[config.mk]
export PLATFORM = sky130hd
export DESIGN_NAME = sphp_port
export DESIGN_NICKNAME = d
export VERILOG_FILES = /design/src/logic/sphp_pkg.sv /design/src/logic/sphp_pin_if.sv /design/src/logic/sphp_sync.sv /design/src/logic/sphp_port.sv
export VERILOG_INCLUDE_DIRS = /design/src /design/src/logic
export SDC_FILE = /design/constraint.sdc
export NUM_CORES = 1
export LEC_CHECK = 0
export BUFFER_PORTS_ARGS = -buffer_cell sky130_fd_sc_hd__buf_2
export CAP_MARGIN = 20
export CORE_ASPECT_RATIO = 1.25
export CORE_MARGIN = 3
export CORE_UTILIZATION = 50
export DETAILED_ROUTE_END_ITERATION = 6
export PLACE_DENSITY_LB_ADDON = 0.12
export SYNTH_ARGS = -nofsm -noshare
export SYNTH_HDL_FRONTEND = slang
export SYNTH_SLANG_ARGS = --single-unit
[constraint.sdc]
create_clock -name clock_in -period 5.3 [get_ports clock_in]
set_input_delay 1.06 -clock clock_in [delete_from_list [all_inputs] [get_ports clock_in]]
set_output_delay 1.06 -clock clock_in [all_outputs]
set_load 0.005 [all_outputs]
[src/logic/sphp_params.svh]
// Constants for the strobed parallel host port: widths, status layout and timing counts.
`ifndef SPHP_PARAMS_SVH
`define SPHP_PARAMS_SVH

// Pin bundle carried through the input synchroniser.
`define SPHP_DATA_W 16
`define SPHP_BYTE_W 8
`define SPHP_PIN_W 20
`define SPHP_PIN_CS 19
`define SPHP_PIN_ADDR 18
`define SPHP_PIN_WR 17
`define SPHP_PIN_RD 16
`define SPHP_PIN_DATA_HI 15
`define SPHP_PIN_DATA_LO 0
`define SPHP_PIN_RST_VAL 20'hf0000

// Status word layout.
`define SPHP_STAT_PAGE_HI 15
`define SPHP_STAT_PAGE_LO 8
`define SPHP_STAT_RSVD_W 5
`define SPHP_STAT_RSVD_VAL 5'h00
`define SPHP_STAT_CMD_BIT 2
`define SPHP_STAT_INT_BIT 1
`define SPHP_STAT_WAIT_BIT 0

// Timing of the wait output after a write.
`define SPHP_CLK_PERIOD_NS 25
`define SPHP_WAIT_MAX_NS 280
`define SPHP_WAIT_MAX_CYC ((`SPHP_WAIT_MAX_NS) / (`SPHP_CLK_PERIOD_NS))
`define SPHP_WCNT_W 4
`define SPHP_WCNT_ZERO 4'h0

`define SPHP_WORD_ZERO 16'h0000
`define SPHP_BYTE_ZERO 8'h00

`endif

[src/logic/sphp_pkg.sv]
// Types shared by the strobed parallel host port modules.
`default_nettype none
package sphp_pkg;

    typedef enum logic [2:0]
    {
        SPHP_IDLE = 3'b001,
        SPHP_READ = 3'b010,
        SPHP_WRITE = 3'b100
    } sphp_state_e;

    typedef logic [15:0] sphp_word_t;

endpackage

`default_nettype wire

[src/logic/sphp_pin_if.sv]
// Interface carrying the raw host pins to the synchroniser and the sampled copies back.
`timescale 1ns/1ps
`default_nettype none
`include "sphp_params.svh"

interface sphp_pin_if;
    logic [`SPHP_PIN_W-1:0] raw;
    logic [`SPHP_PIN_W-1:0] sync;

    modport sampler
    (
        input raw,
        output sync
    );

    modport user
    (
        output raw,
        input sync
    );
endinterface

`default_nettype wire

[src/logic/sphp_sync.sv]
// Two-stage synchroniser for the host pins of the parallel host port.
`timescale 1ns/1ps
`default_nettype none
`include "sphp_params.svh"

module sphp_sync
(
    input wire logic clock_in,
    input wire logic rst_n_in,
    sphp_pin_if.sampler pins
);
    logic [`SPHP_PIN_W-1:0] meta_q;
    logic [`SPHP_PIN_W-1:0] meta_d;
    logic [`SPHP_PIN_W-1:0] stable_q;
    logic [`SPHP_PIN_W-1:0] stable_d;

    // The first stage feeds only the second; strobes reset to their idle level.
    always_comb
    begin
        meta_d = pins.raw;
        stable_d = meta_q;
    end

    always_ff @(posedge clock_in or negedge rst_n_in)
    begin
        if (!rst_n_in)
        begin
            meta_q <= `SPHP_PIN_RST_VAL;
            stable_q <= `SPHP_PIN_RST_VAL;
        end
        else
        begin
            meta_q <= meta_d;
            stable_q <= stable_d;
        end
    end

    assign pins.sync = stable_q;
endmodule

`default_nettype wire

[src/logic/sphp_port.sv]
// Strobed parallel host port: host strobes in, command and data words out to the core.
`timescale 1ns/1ps
`default_nettype none
`include "sphp_params.svh"

module sphp_port
(
    input wire logic clock_in,
    input wire logic rst_n_in,
    input wire logic port_select_n_in,
    input wire logic host_cmd_data_in,
    input wire logic host_write_strobe_n_in,
    input wire logic host_read_strobe_n_in,
    input wire logic [15:0] host_data_bus_in,
    output logic [15:0] host_data_bus_out,
    output logic host_data_bus_oe_n_out,
    output logic host_wait_out,
    output logic host_wait_oe_n_out,
    input wire logic cfg_combined_in,
    input wire logic cfg_wide_in,
    input wire logic cfg_swap_in,
    input wire logic cfg_wait_enable_in,
    input wire logic cfg_wait_active_high_in,
    output logic [15:0] word_out,
    output logic word_is_cmd_out,
    output logic word_valid_out,
    output logic cmd_restart_out,
    input wire logic word_accept_in,
    input wire logic cmd_done_in,
    input wire logic read_cmd_in,
    input wire logic [15:0] rd_data_in,
    input wire logic rd_ready_in,
    output logic rd_take_out,
    input wire logic [7:0] active_page_number_in,
    input wire logic irq_level_in
);
    sphp_pin_if pin_bus ();

    assign pin_bus.raw = {port_select_n_in, host_cmd_data_in, host_write_strobe_n_in,
                          host_read_strobe_n_in, host_data_bus_in};

    sphp_sync u_sync
    (
        .clock_in(clock_in),
        .rst_n_in(rst_n_in),
        .pins(pin_bus.sampler)
    );

    // Exchanges the two bytes of a word when asked.
    function automatic sphp_pkg::sphp_word_t sphp_swap(input sphp_pkg::sphp_word_t w, input logic en);
        sphp_swap = en ? {w[`SPHP_BYTE_W-1:0], w[`SPHP_DATA_W-1:`SPHP_BYTE_W]} : w;
    endfunction

    // Picks the byte of a word for a narrow read; phase 0 gives the upper byte.
    function automatic logic [7:0] sphp_pick(input sphp_pkg::sphp_word_t w, input logic phase);
        sphp_pick = phase ? w[`SPHP_BYTE_W-1:0] : w[`SPHP_DATA_W-1:`SPHP_BYTE_W];
    endfunction

    logic sel_s;
    logic addr_s;
    logic wr_pin_s;
    logic rd_pin_s;
    logic [15:0] data_s;
    logic rd_act;
    logic wr_act;

    always_comb
    begin
        sel_s = ~pin_bus.sync[`SPHP_PIN_CS];
        addr_s = pin_bus.sync[`SPHP_PIN_ADDR];
        wr_pin_s = pin_bus.sync[`SPHP_PIN_WR];
        rd_pin_s = pin_bus.sync[`SPHP_PIN_RD];
        data_s = pin_bus.sync[`SPHP_PIN_DATA_HI:`SPHP_PIN_DATA_LO];
        if (cfg_combined_in)
        begin
            rd_act = sel_s & ~wr_pin_s & rd_pin_s;
            wr_act = sel_s & ~wr_pin_s & ~rd_pin_s;
        end
        else
        begin
            rd_act = sel_s & ~rd_pin_s;
            wr_act = sel_s & ~wr_pin_s;
        end
    end

    sphp_pkg::sphp_state_e state_q;
    sphp_pkg::sphp_state_e state_d;
    logic acc_addr_q;
    logic acc_addr_d;
    logic [15:0] acc_data_q;
    logic [15:0] acc_data_d;
    logic wr_phase_q;
    logic wr_phase_d;
    logic [7:0] held_byte_q;
    logic [7:0] held_byte_d;
    logic held_addr_q;
    logic held_addr_d;
    logic rd_phase_q;
    logic rd_phase_d;
    logic st_phase_q;
    logic st_phase_d;
    logic cmd_busy_q;
    logic cmd_busy_d;
    logic read_armed_q;
    logic read_armed_d;
    logic post_wr_q;
    logic post_wr_d;
    logic [`SPHP_WCNT_W-1:0] wcnt_q;
    logic [`SPHP_WCNT_W-1:0] wcnt_d;
    logic [15:0] dout_q;
    logic [15:0] dout_d;
    logic drive_q;
    logic drive_d;
    logic wait_lvl_q;
    logic wait_lvl_d;
    logic wait_en_q;
    logic wait_en_d;
    logic [15:0] word_q;
    logic [15:0] word_d;
    logic word_cmd_q;
    logic word_cmd_d;
    logic word_valid_q;
    logic word_valid_d;
    logic restart_q;
    logic restart_d;
    logic take_q;
    logic take_d;

    logic [15:0] status_word;
    logic rd_stall;
    logic [15:0] full_word;
    logic full_addr;
    logic word_done;
    logic as_cmd;

    always_comb
    begin
        status_word = {active_page_number_in, `SPHP_STAT_RSVD_VAL, cmd_busy_q, irq_level_in, wait_lvl_q};
        // A data read stalls until data exists; a status read stalls only after a read command.
        if (acc_addr_q)
        begin
            rd_stall = read_armed_q & ~rd_ready_in;
        end
        else
        begin
            rd_stall = ~rd_ready_in;
        end
        if (cfg_wide_in)
        begin
            full_word = acc_data_q;
            full_addr = acc_addr_q;
            word_done = 1'b1;
        end
        else
        begin
            full_word = {held_byte_q, acc_data_q[`SPHP_BYTE_W-1:0]};
            full_addr = held_addr_q;
            word_done = wr_phase_q;
        end
        as_cmd = full_addr | ~cmd_busy_q;
    end

    always_comb
    begin
        state_d = state_q;
        acc_addr_d = acc_addr_q;
        acc_data_d = acc_data_q;
        wr_phase_d = wr_phase_q;
        held_byte_d = held_byte_q;
        held_addr_d = held_addr_q;
        rd_phase_d = rd_phase_q;
        st_phase_d = st_phase_q;
        cmd_busy_d = cmd_busy_q;
        read_armed_d = read_armed_q | read_cmd_in;
        post_wr_d = post_wr_q;
        wcnt_d = wcnt_q;
        dout_d = dout_q;
        word_d = word_q;
        word_cmd_d = word_cmd_q;
        word_valid_d = 1'b0;
        restart_d = 1'b0;
        take_d = 1'b0;
        wait_en_d = cfg_wait_enable_in;
        if (cmd_done_in)
        begin
            cmd_busy_d = 1'b0;
        end
        // The wait after a write ends when the core takes the word or the limit is reached.
        if (post_wr_q)
        begin
            if (word_accept_in || wcnt_q == `SPHP_WCNT_W'(`SPHP_WAIT_MAX_CYC - 1))
            begin
                post_wr_d = 1'b0;
            end
            wcnt_d = wcnt_q + `SPHP_WCNT_W'(1);
        end
        unique case (state_q)
            sphp_pkg::SPHP_IDLE:
            begin
                acc_addr_d = addr_s;
                acc_data_d = data_s;
                if (rd_act)
                begin
                    state_d = sphp_pkg::SPHP_READ;
                end
                else if (wr_act)
                begin
                    state_d = sphp_pkg::SPHP_WRITE;
                end
            end
            sphp_pkg::SPHP_READ:
            begin
                // Output data is refreshed every cycle so it is valid when wait drops.
                if (acc_addr_q)
                begin
                    if (cfg_wide_in)
                    begin
                        dout_d = status_word;
                    end
                    else
                    begin
                        dout_d = {`SPHP_BYTE_ZERO, sphp_pick(status_word, st_phase_q)};
                    end
                end
                else if (cfg_wide_in)
                begin
                    dout_d = sphp_swap(rd_data_in, cfg_swap_in);
                end
                else
                begin
                    dout_d = {`SPHP_BYTE_ZERO, sphp_pick(rd_data_in, rd_phase_q ^ cfg_swap_in)};
                end
                if (!rd_act)
                begin
                    state_d = sphp_pkg::SPHP_IDLE;
                    if (acc_addr_q)
                    begin
                        st_phase_d = ~st_phase_q & ~cfg_wide_in;
                    end
                    else
                    begin
                        rd_phase_d = ~rd_phase_q & ~cfg_wide_in;
                        read_armed_d = read_cmd_in;
                        take_d = cfg_wide_in | rd_phase_q;
                    end
                end
            end
            sphp_pkg::SPHP_WRITE:
            begin
                // Address and data are followed until the strobe ends, then taken.
                if (wr_act)
                begin
                    acc_addr_d = addr_s;
                    acc_data_d = data_s;
                end
                else
                begin
                    state_d = sphp_pkg::SPHP_IDLE;
                    if (acc_addr_q)
                    begin
                        restart_d = 1'b1;
                        cmd_busy_d = 1'b0;
                        // A read command decoded in the same cycle still arms the stretch.
                        read_armed_d = read_cmd_in;
                        rd_phase_d = 1'b0;
                        st_phase_d = 1'b0;
                    end
                    if (!cfg_wide_in && (!wr_phase_q || acc_addr_q))
                    begin
                        held_byte_d = acc_data_q[`SPHP_BYTE_W-1:0];
                        held_addr_d = acc_addr_q;
                        wr_phase_d = 1'b1;
                    end
                    else if (word_done)
                    begin
                        wr_phase_d = 1'b0;
                        word_valid_d = 1'b1;
                        post_wr_d = 1'b1;
                        wcnt_d = `SPHP_WCNT_ZERO;
                        if (as_cmd)
                        begin
                            word_d = full_word;
                            word_cmd_d = 1'b1;
                            cmd_busy_d = 1'b1;
                        end
                        else
                        begin
                            word_d = sphp_swap(full_word, cfg_swap_in);
                            word_cmd_d = 1'b0;
                        end
                    end
                end
            end
            default:
            begin
                state_d = sphp_pkg::SPHP_IDLE;
            end
        endcase
        // Read data is only fresh one cycle after a read starts, so the bus waits for it and wait covers that cycle.
        drive_d = (state_q == sphp_pkg::SPHP_READ) & (state_d == sphp_pkg::SPHP_READ);
        wait_lvl_d = post_wr_d
            | ((state_d == sphp_pkg::SPHP_READ) & (rd_stall | (state_q != sphp_pkg::SPHP_READ)));
    end

    always_ff @(posedge clock_in or negedge rst_n_in)
    begin
        if (!rst_n_in)
        begin
            state_q <= sphp_pkg::SPHP_IDLE;
            acc_addr_q <= 1'b0;
            acc_data_q <= `SPHP_WORD_ZERO;
            wr_phase_q <= 1'b0;
            held_byte_q <= `SPHP_BYTE_ZERO;
            held_addr_q <= 1'b0;
            rd_phase_q <= 1'b0;
            st_phase_q <= 1'b0;
            cmd_busy_q <= 1'b0;
            read_armed_q <= 1'b0;
            post_wr_q <= 1'b0;
            wcnt_q <= `SPHP_WCNT_ZERO;
            dout_q <= `SPHP_WORD_ZERO;
            drive_q <= 1'b0;
            wait_lvl_q <= 1'b0;
            wait_en_q <= 1'b0;
            word_q <= `SPHP_WORD_ZERO;
            word_cmd_q <= 1'b0;
            word_valid_q <= 1'b0;
            restart_q <= 1'b0;
            take_q <= 1'b0;
        end
        else
        begin
            state_q <= state_d;
            acc_addr_q <= acc_addr_d;
            acc_data_q <= acc_data_d;
            wr_phase_q <= wr_phase_d;
            held_byte_q <= held_byte_d;
            held_addr_q <= held_addr_d;
            rd_phase_q <= rd_phase_d;
            st_phase_q <= st_phase_d;
            cmd_busy_q <= cmd_busy_d;
            read_armed_q <= read_armed_d;
            post_wr_q <= post_wr_d;
            wcnt_q <= wcnt_d;
            dout_q <= dout_d;
            drive_q <= drive_d;
            wait_lvl_q <= wait_lvl_d;
            wait_en_q <= wait_en_d;
            word_q <= word_d;
            word_cmd_q <= word_cmd_d;
            word_valid_q <= word_valid_d;
            restart_q <= restart_d;
            take_q <= take_d;
        end
    end

    // The wait pin floats until enabled, so an external pull sets the idle level.
    always_comb
    begin
        host_data_bus_out = dout_q;
        host_data_bus_oe_n_out = ~drive_q;
        host_wait_out = cfg_wait_active_high_in ? wait_lvl_q : ~wait_lvl_q;
        host_wait_oe_n_out = ~wait_en_q;
        word_out = word_q;
        word_is_cmd_out = word_cmd_q;
        word_valid_out = word_valid_q;
        cmd_restart_out = restart_q;
        rd_take_out = take_q;
    end
endmodule

`default_nettype wire

==> qor.txt, run 1 <==
Router iterations before antenna repair: 6
Vias/cell: 5.54
Tmin final: 2.61 ns
H-tree Lvls: 4
Most frequent cells in the layout: 109 x dfrtp_1, 94 x buf_2, 54 x nand2_1
Fin. Hold Viols: 0
Antenna violations before repair: 0
RSZ-0062 raised after global routing: false
Fin crit share: 49.3%
Initial Util: 52.4%
Placed cells: 648
Multi-input logic area: 2030 sq um
DRT antenna net count: 0
Layout area overhead: 22.2%
Worst r2r dst: host_data_bus_out[9]
Non-Filler Instances: 681
Post-synthesis async set-or-reset flop share: 100%
F_max: 383 MHz
Number of synthesized flops with an enable pin: 0
Syn Std Cell Area: 5170 sq um
Initial drt markers: 184
DIE HEIGHT: 120 um
Crit path launch type: input pin
Class of the worst hold path: reg -> reg
Setup Skew: 0.00606 ns
Reg area: 2960 sq um
Final non-filler cell area: 6310 sq um
NumNets Final: 600
Peak supply drop: 0.263 mV
Area of the core: 9860 sq um
Worst-Margin Slew: 0.962 ns
Largest cells by area after synthesis: dfrtp_1 53%, mux2i_1 6.6%, dfstp_2 4.6%
Cell variety after synth: 45
Post-CTS Hold Buffers: 0
Clock transition at the registers of the reported paths: 0.06 ns
Util after Layout: 64.0%
Hold Path Origin: u_sync.meta_q[11]
Total track usage: 20.0%
Max-cap violations: 0
Total CTS buffers: 17
Post-CTS Resized: 0
Post-Syn Area per Cell: 11.4 sq um
# DRC: 0
GRT Residual Overflow: 0
Ys flop type: dfrtp_1
WHS Endpoint: u_sync.pins.sync[11]
Post-route setup slack: 2.69 ns
Clock latency on the worst-skew pair: 0.40 ns
Num Clock Sinks: 118
Dpl hpwl: 7.27 mm
R2r worst-path depth: 4
Postcts setup bufs: 0
Hold Path Depth: 0
CTS root buffer: clkbuf_16
Crit end category: register
Final Max Slew Viols: 0
Cells after synthesis: 453
Crit-path max FO: 16
IO Port Bufs: 94
Number of global-route vias before repair: 3,833
Die X: 96.9 um
Io pins: 95
Setup TNS Final: 0 ns
CTS tree: yes
Largest net degree at the start of global routing: 63
Share of layout cells above drive strength 1: 29.7%
Final setup vio count: 0
Pleak: 2.93 nW
Post-synthesis sequential element count: 118
Most common cell after layout, fill and taps aside: dfrtp_1
Biggest area consumer among synthesized cells: dfrtp_1
Flop2flop setup slack: 2.78 ns
Slew HR: 35.9%
Top cell type's share of synthesized area: 52.8%
Reg-to-reg startpoint: state_q[1]
Worst Hold Slack: 0.345 ns
Die area: 11,600 sq um
Routability cong.: 0.799
First-pass GRT wire length: 18.7 mm
Ant. Diodes: 0
Syn. warnings: 0
PD cells: 446 nW/um^2
Drt wl/cell: 15.9 um
Vias: 3,774
Worst slack, placed: 2.32 ns
Critical path type: in -> reg
Fillcell total: 796
Final wirelength: 10.8 mm
Num rows: 40
Outcome: complete, no violations
CP required: 5.57 ns
DP Area: 5690 sq um
Crit path DAT: 2.88 ns
CTS max path bufs: 2
Mapped Nets: 511
Power, Total: 2.82 mW
Register area share after synthesis: 57.4%
flip-flops by register name, summed over array words and instances, names as in the netlist, 3 cells and up:
register / cells
acc_data_q: 16
host_data_bus_out: 16
state_q: 3
u_sync.pins.sync: 20
u_sync.meta_q: 20
held_byte_q: 8
word_out: 16
wcnt_q: 4
cell type report:
cell class / count / share of cell area [%]
sequential: 118 / 46.9
multi-input combinational: 298 / 32.2
timing repair buffer: 100 / 8.22
clock buffer: 19 / 7.02
clock inverter: 13 / 2.72
tap: 126 / 2.50
inverter: 7 / 0.416
worst max-delay path by stage:
| stage | start | endpoint | slack, ns |
|---|---|---|---|
| final | cfg_wide_in | word_out[2] | 2.69 |
| after floorplan | cfg_wide_in | word_out[13] | 2.99 |
| after CTS | cfg_wide_in | word_out[2] | 2.69 |
| after global placement | cfg_wide_in | word_out[6] | 2.41 |
| after global routing | state_q[1] | host_data_bus_out[9] | 2.53 |
| after detailed placement | cfg_wide_in | word_out[9] | 2.32 |
metal layers:
| layer | track usage [%] | share of wire, % | vias to the layer above |
|---|---|---|---|
| li1 | - | - | 1809 |
| met1 | 25.6 | 45 | 1857 |
| met2 | 32.4 | 49 | 97 |
| met3 | 5.76 | 5.0 | 11 |
| met4 | 7.73 | 1.1 | 0 |
| met5 | 0 | 0 | - |
critical path, cell delays in order:
cell     delay [ns]
buf_2          0.32
mux2i_1        0.27
and3_1         0.80
mux2i_1        0.31
o21ai_0        0.11
synthesized netlist by cell type (2+ instances only):
master,instances
a21o_1,3
a21oi_1,13
a22o_1,17
a22oi_1,18
a31o_2,2
a31oi_1,5
a32o_1,4
and2_0,5
buf_1,3
buf_2,7
buf_4,4
clkbuf_1,15
dfrtp_1,109
dfstp_2,9
ha_1,2
inv_1,7
mux2_2,16
mux2i_1,34
nand2_1,54
nand3_1,2
nand3b_1,19
nor2_1,22
nor2b_1,4
nor3_1,4
nor3b_4,2
o211ai_1,17
o21ai_0,32
or3_1,3
xnor2_1,4
xor2_1,2
power breakdown:
group	switching [mW]	internal (mW)
Clock	0.407	0.758
Sequential	0.149	1.07
Combinational	0.204	0.231
kinds of logic (layout without fill, tap and decap cells):
family	after synthesis	after routing	synth area share, %
AO/OA/AOI/OAI	116	116	15.3
multiplexers	50	50	10.1
XOR/XNOR	6	6	1.02
adder cells (fa/ha/maj)	2	2	0.484
flip-flops	118	118	57.4
buffers and inverters	37	139	3.29
AND/OR/NAND/NOR	124	124	12.4
No activity file was read; power rests on OpenSTA's default activity.
==> inputs of run 2 (changes only) <==
--- a/config.mk
+++ b/config.mk
@@ -6,6 +6,7 @@
 export SDC_FILE = /design/constraint.sdc
 export NUM_CORES = 1
 export LEC_CHECK = 0
+export ABC_AREA = 1
 export BUFFER_PORTS_ARGS = -buffer_cell sky130_fd_sc_hd__buf_2
 export CAP_MARGIN = 20
 export CORE_ASPECT_RATIO = 1.25
==> constraint.sdc (replaced) <==
create_clock -name clock_in -period 2.1 [get_ports clock_in]
set_input_delay 0.42 -clock clock_in [delete_from_list [all_inputs] [get_ports clock_in]]
set_output_delay 0.42 -clock clock_in [all_outputs]
set_load 0.005 [all_outputs]
==> qor.txt, run 2 <==
Sequential Power Share: 40.4% (was 43.2%)
Post-CTS Hold Buffers: 0 (unchanged)
DRT antenna net count: 0 (unchanged)
Setup Skew: 0.00847 ns (was 0.00606 ns)
Router iterations before antenna repair: 6 (unchanged)
Vias: 3,980 (was 3,774)
Util after Layout: 64.3% (was 64.0%)
Area of the core: 9710 sq um (was 9860 sq um)
Final setup vio count: 0 (unchanged)
F_max: 599 MHz
Postcts setup bufs: 0 (unchanged)
Placed cells: 758 (was 648)
DP Area: 5630 sq um (was 5690 sq um)
Fin crit share: 79.5%
Total CTS buffers: 17 (unchanged)
Initial drt markers: 243 (was 184)
First-pass GRT wire length: 18.5 mm (was 18.7 mm)
H-tree Lvls: 4 (unchanged)
PD cells: 1310 nW/um^2 (was 446 nW/um^2)
Mapped Nets: 607 (was 511)
Non-Filler Instances: 790 (was 681)
Most frequent cells after synthesis: 186 x nand2_1, 109 x dfrtp_1, 48 x nand3_1, 46 x inv_1, 27 x o21ai_0 (was 109 x dfrtp_1, 54 x nand2_1, 34 x mux2i_1, 32 x o21ai_0, 22 x nor2_1)
Num rows: 40 (unchanged)
Tmin final: 1.67 ns
Vias/cell: 5.04 (was 5.54)
Dpl hpwl: 7.92 mm (was 7.27 mm)
Worst slack, placed: 0.430 ns (was 2.32 ns)
Routability cong.: 0.905 (was 0.799)
Power, Total: 8.20 mW (was 2.82 mW)
Fillcell total: 810 (was 796)
Psw: 2.62 mW (was 0.761 mW)
Cells after synthesis: 549 (was 453)
Crit path launch type: register (was input pin)
Final non-filler cell area: 6240 sq um (was 6310 sq um)
Register area share after synthesis: 58.7% (was 57.4%)
P_int: 5.58 mW (was 2.06 mW)
Syn Std Cell Area: 5050 sq um (was 5170 sq um)
Clock transition at the registers of the reported paths: 0.06 ns (about the same)
Io pins: 95 (unchanged)
DIE HEIGHT: 118 um (was 120 um)
CP required: 2.40 ns (was 5.57 ns)
RSZ-0062 raised after global routing: false (unchanged)
Critical path type: reg -> reg (was in -> reg)
Die area: 11,300 sq um (was 11,600 sq um)
Slew HR: 55.3% (was 35.9%)
Num Clock Sinks: 118 (unchanged)
Post-synthesis sequential element count: 118 (unchanged)
CTS root buffer: clkbuf_16 (unchanged)
# DRC: 0 (unchanged)
Most frequent cells in the layout: 186 x nand2_1, 109 x dfrtp_1, 93 x buf_2 (was 109 x dfrtp_1, 94 x buf_2, 54 x nand2_1)
Ys flop type: dfrtp_1 (unchanged)
Worst-Margin Slew: 0.670 ns (was 0.962 ns)
Total track usage: 21.1% (was 20.0%)
GRT Residual Overflow: 0 (unchanged)
Pleak: 3.29 nW (was 2.93 nW)
Clock latency on the worst-skew pair: 0.40 ns (about the same)
NumNets Final: 709 (was 600)
Post-Syn Area per Cell: 9.20 sq um (was 11.4 sq um)
Crit end category: register (unchanged)
Max-cap violations: 0 (unchanged)
Sw Ratio: 31.9% (was 27.0%)
Cell variety after synth: 38 (was 45)
Comb pwr share: 24.2% (was 15.5%)
Peak supply drop: 0.867 mV (was 0.263 mV)
Post-route setup slack: 0.431 ns (was 2.69 ns)
Post-synthesis async set-or-reset flop share: 100% (unchanged)
Largest net degree at the start of global routing: 119 (was 63)
CTS tree: yes (unchanged)
Outcome: complete, no violations (unchanged)
Most frequent cell after synthesis: nand2_1 (was dfrtp_1)
Crit path DAT: 1.97 ns (was 2.88 ns)
Class of the worst hold path: in -> async (was reg -> reg)
Layout area overhead: 23.6% (was 22.2%)
Number of global-route vias before repair: 3,857 (was 3,833)
CTS max path bufs: 2 (unchanged)
Top cell type's share of synthesized area: 54.0% (was 52.8%)
Number of synthesized flops with an enable pin: 0 (unchanged)
Worst Hold Slack: 0.0179 ns (was 0.345 ns)
IO Port Bufs: 94 (unchanged)
Fin. Hold Viols: 0 (unchanged)
Clock share of power: 35.4% (was 41.3%)
Share of layout cells above drive strength 1: 26.5% (was 29.7%)
Die X: 95.9 um (was 96.9 um)
Ant. Diodes: 0 (unchanged)
Largest cells by area after synthesis: dfrtp_1 54%, nand2_1 14%, nand3_1 4.8% (was dfrtp_1 53%, mux2i_1 6.6%, dfstp_2 4.6%)
Syn. warnings: 0 (unchanged)
Final wirelength: 11.3 mm (was 10.8 mm)
R2r worst-path depth: 9 (was 4)
Post-CTS Resized: 0 (unchanged)
Initial Util: 52.0% (was 52.4%)
Final Max Slew Viols: 0 (unchanged)
Biggest area consumer among synthesized cells: dfrtp_1 (unchanged)
Setup TNS Final: 0 ns (unchanged)
Crit-path max FO: 20 (was 16)
Antenna violations before repair: 0 (unchanged)
Most common cell after layout, fill and taps aside: nand2_1 (was dfrtp_1)
Drt wl/cell: 14.3 um (was 15.9 um)
run 2: cell count changes after synthesis, moves of 17 or more:
cell / previous run / this run
a22o_1: 17 / 0
a22oi_1: 18 / 0
inv_1: 7 / 46
mux2i_1: 34 / 0
nand2_1: 54 / 186
nand3_1: 2 / 48
nand3b_1: 19 / 2
run 2: area by class of cell:
type | count | area, sq um | area share [%]
Inverter | 52 | 195 | 3.13
Clock inverter | 12 | 141 | 2.27
Clock buffer | 20 | 467 | 7.48
Timing Repair Buffer | 104 | 561 | 8.98
Sequential cell | 118 | 2960 | 47.5
Tap cell | 126 | 158 | 2.53
Multi-Input combinational cell | 358 | 1750 | 28.1
run 2: metal layers:
layer	GRT usage [%]	wire, um
met1	26.8	4800
met2	34.4	5570
met3	5.54	721
met4	7.65	226
met5	0	0
run 2: kinds of logic (layout without fill, tap and decap cells):
logic type	Yosys count	in the layout	share of synthesized area [%]
AOI/OAI and AO/OA	82	82	10.4
xor gates and xnor gates	3	3	0.520
adders and majority gates	2	2	0.495
buffers and inverters	73	188	6.57
DFF	118	118	58.7
and+or+nand+nor	271	271	23.4
run 2: power by group through the flow:
stage,combinational (mW),clock [mW],sequential [mW]
final,1.98,2.91,3.31
after global routing,2.28,3.07,3.40
after CTS,2.00,2.96,3.32
after detailed placement,1.98,0,3.35
after global placement,1.92,0,3.33
after floorplan,1.30,0,3.28
run 2: worst paths after layout:
| check | startpoint | end | slack [ns] |
|---|---|---|---|
| max | state_q[2] | rd_phase_q | 0.43 |
| min | rst_n_in | host_data_bus_out[9] | 0.02 |
| max reg2reg | state_q[2] | rd_phase_q | 0.43 |
| min reg2reg | u_sync.meta_q[12] | u_sync.pins.sync[12] | 0.35 |
| max in group asynchronous | rst_n_in | cmd_busy_q | 1.52 |
| min in group clock_in | host_cmd_data_in | u_sync.meta_q[18] | 0.11 |
run 2: worst max-delay path, stage by stage, from the launching register on:
cell     delay, ns
dfrtp_1       0.40
inv_1         0.10
nand3_2       0.14
buf_4         0.24
nor2_2        0.33
inv_1         0.10
nand2_1       0.10
nand2_1       0.06
nand2_1       0.05
nand2_1       0.04
